--- src/drs_pkg.sv ---
package drs_pkg;
  localparam int DRS_NUM_REGIONS = 20;
  localparam int DRS_ADDR_W = 12;
  localparam int DRS_REGION_W = 5;
  localparam logic [3:0] DRS_OFF_BASE = 4'h0;
  localparam logic [3:0] DRS_OFF_START = 4'h4;
  localparam logic [3:0] DRS_OFF_SETUP = 4'h8;
  localparam logic [3:0] DRS_OFF_SPAN = 4'h0;
  localparam int DRS_START_W = 19;
  localparam int DRS_DSIZE_LSB = 16;
  localparam int DRS_DSIZE_W = 13;
  localparam int DRS_RSIZE_LSB = 0;
  localparam int DRS_RSIZE_W = 4;
  localparam int DRS_DESC_UNIT_SHIFT = 4;
  localparam int DRS_RSIZE_BIAS = 5;
  localparam logic [31:0] DRS_RESET_WORD = 32'h0000_0000;
  localparam logic [31:0] DRS_START_MASK = 32'h0007_ffff;
  localparam logic [31:0] DRS_SETUP_MASK = 32'h1fff_000f;
  localparam int DRS_LOOKUP_LATENCY = 2;
endpackage

--- src/drs_region_mem.sv ---
`timescale 1ns/1ps
`default_nettype none
module drs_region_mem #(
  parameter int DEPTH = 20,
  parameter int AW = 5
) (
  // Clock, reset and clock enable
  input wire logic clk_in,
  input wire logic rst_n_in,
  input wire logic ce_in,
  // Write port
  input wire logic wr_en_in,
  input wire logic [AW-1:0] wr_addr_in,
  input wire logic [31:0] wr_data_in,
  // Read port
  input wire logic [AW-1:0] rd_addr_in,
  output logic [31:0] rd_data_out
);
  logic [31:0] mem_r [DEPTH];

  // Flops, not RAM: all words must clear on reset
  always_ff @(posedge clk_in or negedge rst_n_in) begin
    if (!rst_n_in) begin
      for (int i = 0; i < DEPTH; i++) begin
        mem_r[i] <= 32'h0000_0000;
      end
    end else if (ce_in && wr_en_in && (int'(wr_addr_in) < DEPTH)) begin
      mem_r[wr_addr_in] <= wr_data_in;
    end
  end

  always_ff @(posedge clk_in or negedge rst_n_in) begin
    if (!rst_n_in) begin
      rd_data_out <= 32'h0000_0000;
    end else if (ce_in) begin
      rd_data_out <= (int'(rd_addr_in) < DEPTH) ? mem_r[rd_addr_in]
                                                : 32'h0000_0000;
    end
  end
endmodule
`default_nettype wire

--- src/drs_setup.sv ---
// Notes on behaviour
// - Each region has a 32-bit read/write base address.
// - Each region has a 19-bit first linking-RAM index.
// - Descriptor size is 16 bytes times (code plus one).
// - Region holds two to the power (5 plus code) descriptors.
// - Unused bits of index and setup words read zero, writes dropped.
// - Words at 0, 4, 8 inside a 16-byte block at 16 times region.
`timescale 1ns/1ps
`default_nettype none
module drs_setup
  import drs_pkg::*;
#(
  parameter int NUM_REGIONS = DRS_NUM_REGIONS
) (
  // Clock, reset, enable
  input wire logic core_clk_in,
  input wire logic rst_n_in,
  input wire logic clk_en_in,
  // Register port
  input wire logic [DRS_ADDR_W-1:0] reg_addr_in,
  input wire logic [31:0] reg_wdata_in,
  input wire logic reg_wr_in,
  input wire logic reg_rd_in,
  output logic [31:0] reg_rdata_out,
  // Lookup request
  input wire logic lk_req_in,
  input wire logic [DRS_REGION_W-1:0] lk_region_in,
  input wire logic [DRS_START_W-1:0] lk_index_in,
  // Lookup answer
  output logic lk_valid_out,
  output logic lk_hit_out,
  output logic [31:0] lk_addr_out,
  output logic [DRS_START_W-1:0] lk_link_out,
  output logic [17:0] lk_desc_bytes_out,
  output logic [20:0] lk_region_count_out
);
  ////////////////////////////////////////////////////////////////////////
  typedef enum logic [1:0] {
    DRS_SEL_BASE = 2'b00,
    DRS_SEL_START = 2'b01,
    DRS_SEL_SETUP = 2'b10,
    DRS_SEL_NONE = 2'b11
  } drs_sel_t;

  function automatic drs_sel_t drs_decode(input logic [3:0] off);
    if (off == DRS_OFF_BASE) begin
      return DRS_SEL_BASE;
    end else if (off == DRS_OFF_START) begin
      return DRS_SEL_START;
    end else if (off == DRS_OFF_SETUP) begin
      return DRS_SEL_SETUP;
    end else begin
      return DRS_SEL_NONE;
    end
  endfunction

  function automatic logic [17:0] drs_desc_bytes(input logic [31:0] s);
    logic [17:0] c;
    c = {5'h00, s[DRS_DSIZE_LSB +: DRS_DSIZE_W]} + 18'h00001;
    return c << DRS_DESC_UNIT_SHIFT;
  endfunction

  function automatic logic [20:0] drs_region_count(input logic [31:0] s);
    logic [4:0] e;
    e = {1'b0, s[DRS_RSIZE_LSB +: DRS_RSIZE_W]} + 5'(DRS_RSIZE_BIAS);
    return 21'h000001 << e;
  endfunction

  ////////////////////////////////////////////////////////////////////////
  // Bus decode: region in upper address, word in low nibble
  drs_sel_t bus_sel;
  logic [DRS_REGION_W-1:0] bus_region;
  logic bus_in_range;
  logic [31:0] wr_masked;
  logic wr_base, wr_start, wr_setup;

  assign bus_sel = drs_decode(reg_addr_in[3:0]);
  assign bus_region = reg_addr_in[4 +: DRS_REGION_W];
  assign bus_in_range =
    (reg_addr_in[DRS_ADDR_W-1:4] < (DRS_ADDR_W-4)'(NUM_REGIONS));
  assign wr_base = reg_wr_in && bus_in_range && (bus_sel == DRS_SEL_BASE);
  assign wr_start = reg_wr_in && bus_in_range && (bus_sel == DRS_SEL_START);
  assign wr_setup = reg_wr_in && bus_in_range && (bus_sel == DRS_SEL_SETUP);

  always_comb begin
    wr_masked = reg_wdata_in;
    if (bus_sel == DRS_SEL_START) begin
      wr_masked = reg_wdata_in & DRS_START_MASK;
    end else if (bus_sel == DRS_SEL_SETUP) begin
      wr_masked = reg_wdata_in & DRS_SETUP_MASK;
    end
  end

  ////////////////////////////////////////////////////////////////////////
  // Three banks; bus read and lookup share ports, lookup reads when idle
  logic [DRS_REGION_W-1:0] rd_region;
  logic [31:0] base_q, start_q, setup_q;
  logic bus_rd_busy;

  assign bus_rd_busy = reg_rd_in;
  assign rd_region = bus_rd_busy ? bus_region : lk_region_in;

  drs_region_mem #(.DEPTH(NUM_REGIONS), .AW(DRS_REGION_W)) u_base (
    .clk_in(core_clk_in), .rst_n_in(rst_n_in), .ce_in(clk_en_in),
    .wr_en_in(wr_base), .wr_addr_in(bus_region),
    .wr_data_in(wr_masked), .rd_addr_in(rd_region), .rd_data_out(base_q)
  );
  drs_region_mem #(.DEPTH(NUM_REGIONS), .AW(DRS_REGION_W)) u_start (
    .clk_in(core_clk_in), .rst_n_in(rst_n_in), .ce_in(clk_en_in),
    .wr_en_in(wr_start), .wr_addr_in(bus_region),
    .wr_data_in(wr_masked), .rd_addr_in(rd_region), .rd_data_out(start_q)
  );
  drs_region_mem #(.DEPTH(NUM_REGIONS), .AW(DRS_REGION_W)) u_setup (
    .clk_in(core_clk_in), .rst_n_in(rst_n_in), .ce_in(clk_en_in),
    .wr_en_in(wr_setup), .wr_addr_in(bus_region),
    .wr_data_in(wr_masked), .rd_addr_in(rd_region), .rd_data_out(setup_q)
  );

  ////////////////////////////////////////////////////////////////////////
  // Read answer one cycle after the strobe
  logic rd_pend_r;
  drs_sel_t rd_sel_r;
  logic rd_ok_r;

  always_ff @(posedge core_clk_in or negedge rst_n_in) begin
    if (!rst_n_in) begin
      rd_pend_r <= 1'b0;
      rd_sel_r <= DRS_SEL_NONE;
      rd_ok_r <= 1'b0;
    end else if (clk_en_in) begin
      rd_pend_r <= reg_rd_in;
      rd_sel_r <= bus_sel;
      rd_ok_r <= bus_in_range;
    end
  end

  always_comb begin
    reg_rdata_out = 32'h0000_0000;
    if (rd_pend_r && rd_ok_r) begin
      case (rd_sel_r)
        DRS_SEL_BASE: reg_rdata_out = base_q;
        DRS_SEL_START: reg_rdata_out = start_q & DRS_START_MASK;
        DRS_SEL_SETUP: reg_rdata_out = setup_q & DRS_SETUP_MASK;
        default: reg_rdata_out = 32'h0000_0000;
      endcase
    end
  end

  ////////////////////////////////////////////////////////////////////////
  // Lookup: stage 1 reads banks, stage 2 computes outputs
  logic lk_s1_r;
  logic [DRS_START_W-1:0] lk_idx_r;
  logic lk_go;

  // A bus read steals the bank port; the lookup is dropped that cycle
  assign lk_go = lk_req_in && !bus_rd_busy;

  always_ff @(posedge core_clk_in or negedge rst_n_in) begin
    if (!rst_n_in) begin
      lk_s1_r <= 1'b0;
      lk_idx_r <= '0;
    end else if (clk_en_in) begin
      lk_s1_r <= lk_go;
      lk_idx_r <= lk_index_in;
    end
  end

  logic [DRS_START_W-1:0] lk_start;
  logic [DRS_START_W-1:0] lk_off;
  logic [17:0] lk_bytes;
  logic [20:0] lk_count;
  logic lk_hit_nxt;
  logic [31:0] lk_addr_nxt;
  logic [50:0] lk_prod;

  always_comb begin
    lk_start = start_q[DRS_START_W-1:0];
    lk_off = lk_idx_r - lk_start;
    lk_bytes = drs_desc_bytes(setup_q);
    lk_count = drs_region_count(setup_q);
    lk_hit_nxt = (lk_idx_r >= lk_start) &&
                 ({2'b00, lk_off} < lk_count) && (base_q != 32'h0000_0000);
    lk_prod = 51'(lk_off) * 51'(lk_bytes);
    lk_addr_nxt = base_q + lk_prod[31:0];
  end

  always_ff @(posedge core_clk_in or negedge rst_n_in) begin
    if (!rst_n_in) begin
      lk_valid_out <= 1'b0;
      lk_hit_out <= 1'b0;
      lk_addr_out <= 32'h0000_0000;
      lk_link_out <= '0;
      lk_desc_bytes_out <= '0;
      lk_region_count_out <= '0;
    end else if (clk_en_in) begin
      lk_valid_out <= lk_s1_r;
      lk_hit_out <= lk_s1_r && lk_hit_nxt;
      lk_addr_out <= lk_addr_nxt;
      lk_link_out <= lk_idx_r;
      lk_desc_bytes_out <= lk_bytes;
      lk_region_count_out <= lk_count;
    end
  end

  ////////////////////////////////////////////////////////////////////////
  // Checks
  logic [DRS_REGION_W-1:0] p_reg_r;
  always_ff @(posedge core_clk_in or negedge rst_n_in) begin
    if (!rst_n_in) begin
      p_reg_r <= '0;
    end else begin
      p_reg_r <= bus_region;
    end
  end

  property p_rd_zero_unmapped;
    @(posedge core_clk_in) disable iff (!rst_n_in)
      (reg_rd_in && clk_en_in && bus_sel == DRS_SEL_NONE)
        |=> reg_rdata_out == 32'h0000_0000;
  endproperty
  a_rd_zero_unmapped: assert property (p_rd_zero_unmapped)
    else $error("unmapped offset read nonzero");

  property p_start_resv;
    @(posedge core_clk_in) disable iff (!rst_n_in)
      (rd_pend_r && rd_sel_r == DRS_SEL_START) |->
        (start_q[31:19] == '0 && reg_rdata_out[31:19] == '0);
  endproperty
  a_start_resv: assert property (p_start_resv)
    else $error("start index reserved bits nonzero");

  property p_setup_resv;
    @(posedge core_clk_in) disable iff (!rst_n_in)
      (rd_pend_r && rd_sel_r == DRS_SEL_SETUP)
        |-> (setup_q[31:29] == '0 && setup_q[15:4] == '0 &&
             reg_rdata_out[31:29] == '0 && reg_rdata_out[15:4] == '0);
  endproperty
  a_setup_resv: assert property (p_setup_resv)
    else $error("setup reserved bits nonzero");

  property p_base_wr_rd;
    @(posedge core_clk_in) disable iff (!rst_n_in)
      (clk_en_in && wr_base) ##1
      (clk_en_in && reg_rd_in && bus_sel == DRS_SEL_BASE && bus_region ==
       p_reg_r && !reg_wr_in) |=> reg_rdata_out == $past(reg_wdata_in, 2);
  endproperty
  a_base_wr_rd: assert property (p_base_wr_rd)
    else $error("base readback mismatch");

  property p_lk_latency;
    @(posedge core_clk_in) disable iff (!rst_n_in)
      (clk_en_in && lk_go) ##1 clk_en_in |=> lk_valid_out;
  endproperty
  a_lk_latency: assert property (p_lk_latency)
    else $error("lookup answer late");

  property p_lk_bytes;
    @(posedge core_clk_in) disable iff (!rst_n_in)
      lk_valid_out |-> (lk_desc_bytes_out[3:0] == 4'h0 &&
                        lk_desc_bytes_out != '0);
  endproperty
  a_lk_bytes: assert property (p_lk_bytes)
    else $error("descriptor size not multiple of 16");

  property p_lk_count;
    @(posedge core_clk_in) disable iff (!rst_n_in)
      lk_valid_out |-> (lk_region_count_out >= 21'h000020 &&
                        $onehot(lk_region_count_out));
  endproperty
  a_lk_count: assert property (p_lk_count)
    else $error("region count not power of two from 32");

  property p_lk_link;
    @(posedge core_clk_in) disable iff (!rst_n_in)
      (clk_en_in && lk_go) ##1 clk_en_in |=>
        lk_link_out == $past(lk_index_in, 2);
  endproperty
  a_lk_link: assert property (p_lk_link)
    else $error("link index not carried");

  c_write_base: cover property (@(posedge core_clk_in) wr_base);
  c_read_setup: cover property (@(posedge core_clk_in)
    rd_pend_r && rd_sel_r == DRS_SEL_SETUP);
  c_lookup_hit: cover property (@(posedge core_clk_in) lk_hit_out);
endmodule
`default_nettype wire

--- config.mk ---
export PLATFORM = sky130hd
export DESIGN_NAME = drs_setup
export DESIGN_NICKNAME = d
export VERILOG_FILES = /design/src/drs_pkg.sv /design/src/drs_region_mem.sv /design/src/drs_setup.sv
export SDC_FILE = /design/constraint.sdc
export NUM_CORES = 2
export LEC_CHECK = 0
export BUFFER_PORTS_ARGS = -buffer_cell sky130_fd_sc_hd__buf_2
export CAP_MARGIN = 20
export CORE_ASPECT_RATIO = 0.8
export CORE_UTILIZATION = 45
export DETAILED_ROUTE_END_ITERATION = 16
export PLACE_DENSITY = 0.68
export SETUP_SLACK_MARGIN = 0.05
export SLEW_MARGIN = 25
export SYNTH_ARGS = -nofsm -noshare
export SYNTH_HDL_FRONTEND = slang
export SYNTH_SLANG_ARGS = --single-unit
--- constraint.sdc ---
create_clock -name core_clk_in -period 8.95 [get_ports core_clk_in]
set_input_delay 1.79 -clock core_clk_in [delete_from_list [all_inputs] [get_ports core_clk_in]]
set_output_delay 1.79 -clock core_clk_in [all_outputs]
set_load 0.05 [all_outputs]
==> run summary <==
Outcome: finished with violations
Failing checks: negative setup slack
Pwr dens: 221 nW/um^2
WP data required: 9.62 ns
H-tree levels: 4
Initial core utilization: 0.455
Post-synthesis xor/xnor area fraction: 0.00997
Fin crit period: 9.00 ns
Period utilisation layout: 1.01
Tightest Pin Transition: 1.24 ns
CTS tree: yes
Hold crit path type: flip-flop to flip-flop
Largest net degree at the start of global routing: 190
Layout Skew: 0.0398 ns
Cells after Synth: 6945
Final worst slack: -0.0499 ns
Top_reg_cell synth: dfrtp_1
Complex-gate fraction of the synthesized area: 0.105
CP max stage delay: 0.55 ns
Antenna violations before repair: 16
CTS Buf Count: 149
Crit Path Class: flip-flop to flip-flop
Die width: 466 microns
Die ar.: 174000 sq um
Critical-path top delay cell: fa_1
Synthesized area: 77400 sq um
Root buffer cell: clkbuf_16
Final setup vio count: 3
Max VDD drop: 0.000323 V
TritonRoute pass-1 iters: 6
Count of state elements after synthesis: 1540
RD Place Congestion: 1.02
Share of layout cells above drive strength 1: 0.230
Slew margin rel.: 0.173
RSZ-0062 raised after global routing: true
Placed insts: 9074
DRC violations left: 0
Core Area: 170000 sq um
P&R area growth vs syn: 12.3%
WL/cell: 23.8 microns
Routed wire length: 222 mm
Longest Clk Path Bufs: 3
CTS sink count: 1540
FFs w/ async S/R, synth: 1.00
Detail Placement HPWL: 142 mm
First-pass GRT wire length: 344 mm
Nets@finish: 7389
Synthesized area per cell: 11.1 sq um
CP max FO: 3
CP Launch Type: flip-flop
Vias per cell: 5.82
Max cap viols: 0
Site Rows: 135
PortBufs: 193
Sequential fraction of the synthesis area: 0.498
Setup TNS: -0.0988 ns
Max Freq: 111 MHz
Simple-Gate Fraction of Synth Area: 0.0933
Detail Route Antenna Nets: 0
Fin cells: 9365
Synth unique cells: 82
Number of flops mapped to enable cells by yosys: 0
YS warnings: 0
Clk_lat worst skew: 0.82 ns
Worst EP arrival: 9.67 ns
GR Overflow Total: 0
Leak: 40.1 nW
Mux contribution to synthesized area: 0.176
Clk slew on worst S/H paths: 0.06 ns
Layout filler cell count: 14687
Crit. End Element: flip-flop
Final hold vios: 0
Largest family of logic cells by synthesized area: multiplexers
I/O pins: 198
Vias in the first global route: 55211
R2R Setup Slk: -0.05 ns
Via count: 54479
Slew Viols, Final: 0
Hold-fix buffers at CTS: 0
Post-synthesis adder-cell area fraction: 0.0727
Total track usage: 0.259
Chip height: 373 microns
Initial DRC Count: 5129
-- sequential cells by signal, summed over array words and instances (netlist names) --
signal	count
u_base.mem_r	640
u_start.mem_r	380
u_setup.mem_r	340
lk_addr_out	32
u_base.rd_data_out	32
lk_region_count_out	21
lk_idx_r	19
lk_link_out	19
u_start.rd_data_out	19
u_setup.rd_data_out	17
lk_desc_bytes_out	14
rd_sel_r	2
lk_hit_out	1
lk_s1_r	1
lk_valid_out	1
rd_ok_r	1
rd_pend_r	1
-- worst max-delay path: cells and delay by family (launching register included) --
kind	cells	cell delay (ns)
simple gates	3	0.72
fa+ha+maj	10	3.93
xor+xnor	3	0.45
buf+inv	8	0.54
compound gates	16	2.82
flops	1	0.38
-- cells in the final DEF (no fill, tap or decap), types with 127 or more instances in the layout --
master | synthesis | layout
nand2_1 | 1287 | 1267
a21oi_1 | 139 | 127
mux4_2 | 340 | 340
ha_1 | 138 | 128
inv_1 | 315 | 306
clkbuf_16 | 0 | 151
dfrtp_1 | 1538 | 1538
fa_1 | 195 | 193
buf_4 | 20 | 245
buf_2 | 38 | 189
nor2_1 | 191 | 187
o21ai_0 | 937 | 936
mux2_2 | 456 | 452
-- final timing paths --
| kind | startpoint | to | cells past startpoint |
|---|---|---|---|
| worst max-delay path | lk_idx_r[0] | lk_addr_out[31] | 40 |
| worst min-delay path | u_start.mem_r[361] | u_start.mem_r[361] | 2 |
| worst max register to register | lk_idx_r[0] | lk_addr_out[31] | 40 |
| worst min register to register | u_start.mem_r[361] | u_start.mem_r[361] | 2 |
| max in group asynchronous | rst_n_in | u_setup.mem_r[496] | 3 |
| min in group asynchronous | rst_n_in | u_base.mem_r[148] | 1 |
-- cell usage after synthesis (all sizes together), types with 14 or more instances --
| library cell | n | area, sq um |
|---|---|---|
| mux4 | 340 | 7660 |
| nand3 | 67 | 335 |
| clkbuf | 509 | 1910 |
| nand2b | 18 | 113 |
| and3 | 14 | 87.6 |
| o21ai | 983 | 4920 |
| xnor2 | 61 | 542 |
| buf | 75 | 404 |
| fa | 195 | 3900 |
| mux2 | 491 | 5530 |
| o21a | 17 | 128 |
| and2 | 85 | 532 |
| a311oi | 70 | 619 |
| a21o | 26 | 195 |
| inv | 321 | 1210 |
| dfrtp | 1538 | 38500 |
| xor2 | 21 | 184 |
| ha | 138 | 1730 |
| nand2 | 1288 | 4840 |
| o22ai | 70 | 438 |
| nor3 | 22 | 110 |
| mux2i | 40 | 404 |
| nor2 | 193 | 729 |
| a21oi | 141 | 713 |
| a211oi | 74 | 561 |
| nor2b | 26 | 163 |
-- power breakdown --
group | internal (W) | switching, W
combinational | 0.00225 | 0.00325
clock | 0.00365 | 0.00282
sequential | 0.00710 | 0.000116
total | 0.0130 | 0.00618
-- per-layer routing --
metal | up-vias | GRT usage | routed length (microns)
met5 | - | 0 | 80
met4 | 12 | 0.0925 | 7900
met3 | 374 | 0.0426 | 14900
met2 | 1837 | 0.404 | 103000
met1 | 28190 | 0.367 | 96500
li1 | 24066 | - | -
-- area by class of cell --
type                    instances  area [sq um]  share of cell area
clock inverters                55           659             0.00758
multi-input cells            4497         36000               0.414
clock buffers                 215          4330              0.0498
diodes                          4          10.0            0.000115
flip-flops and latches       1540         38500               0.443
inverters                     330          1250              0.0143
well taps                    2260          2830              0.0325
repair buffers                464          3320              0.0382
-- through the flow --
step / total power, W / setup slack (ns) / hold WS, ns / utilization / area [sq um]
floorplan: 0.0105 / 0.0857 / 0.445 / - / 77500
global placement: 0.0123 / -0.290 / 0.455 / 0.479 / 81400
detailed placement: 0.0124 / -0.318 / 0.464 / 0.479 / 81400
CTS: 0.0190 / -0.123 / 0.479 / 0.509 / 86500
global route: 0.0201 / -0.418 / 0.490 / 0.511 / 86900
finish: 0.0192 / -0.0499 / 0.473 / 0.511 / 86900
-- cell families (layout without fill, tap and decap cells) --
family	after synthesis	after routing
and+or+nand+nor	1759	1759
xor gates and xnor gates	84	84
other	2	12
adders and majority gates	333	333
DFF	1540	1540
muxes	871	871
AOI/OAI and AO/OA	1442	1442
buffers and inverters	914	1064
-- timing repair --
action / 4_1_cts / 5_1_grt
setup endpoints to repair: 7 / 11
resized for setup: 26 / 51
setup buffers: 4 / 13
pin swaps: 19 / 35
(Power assumes the default switching activity.)
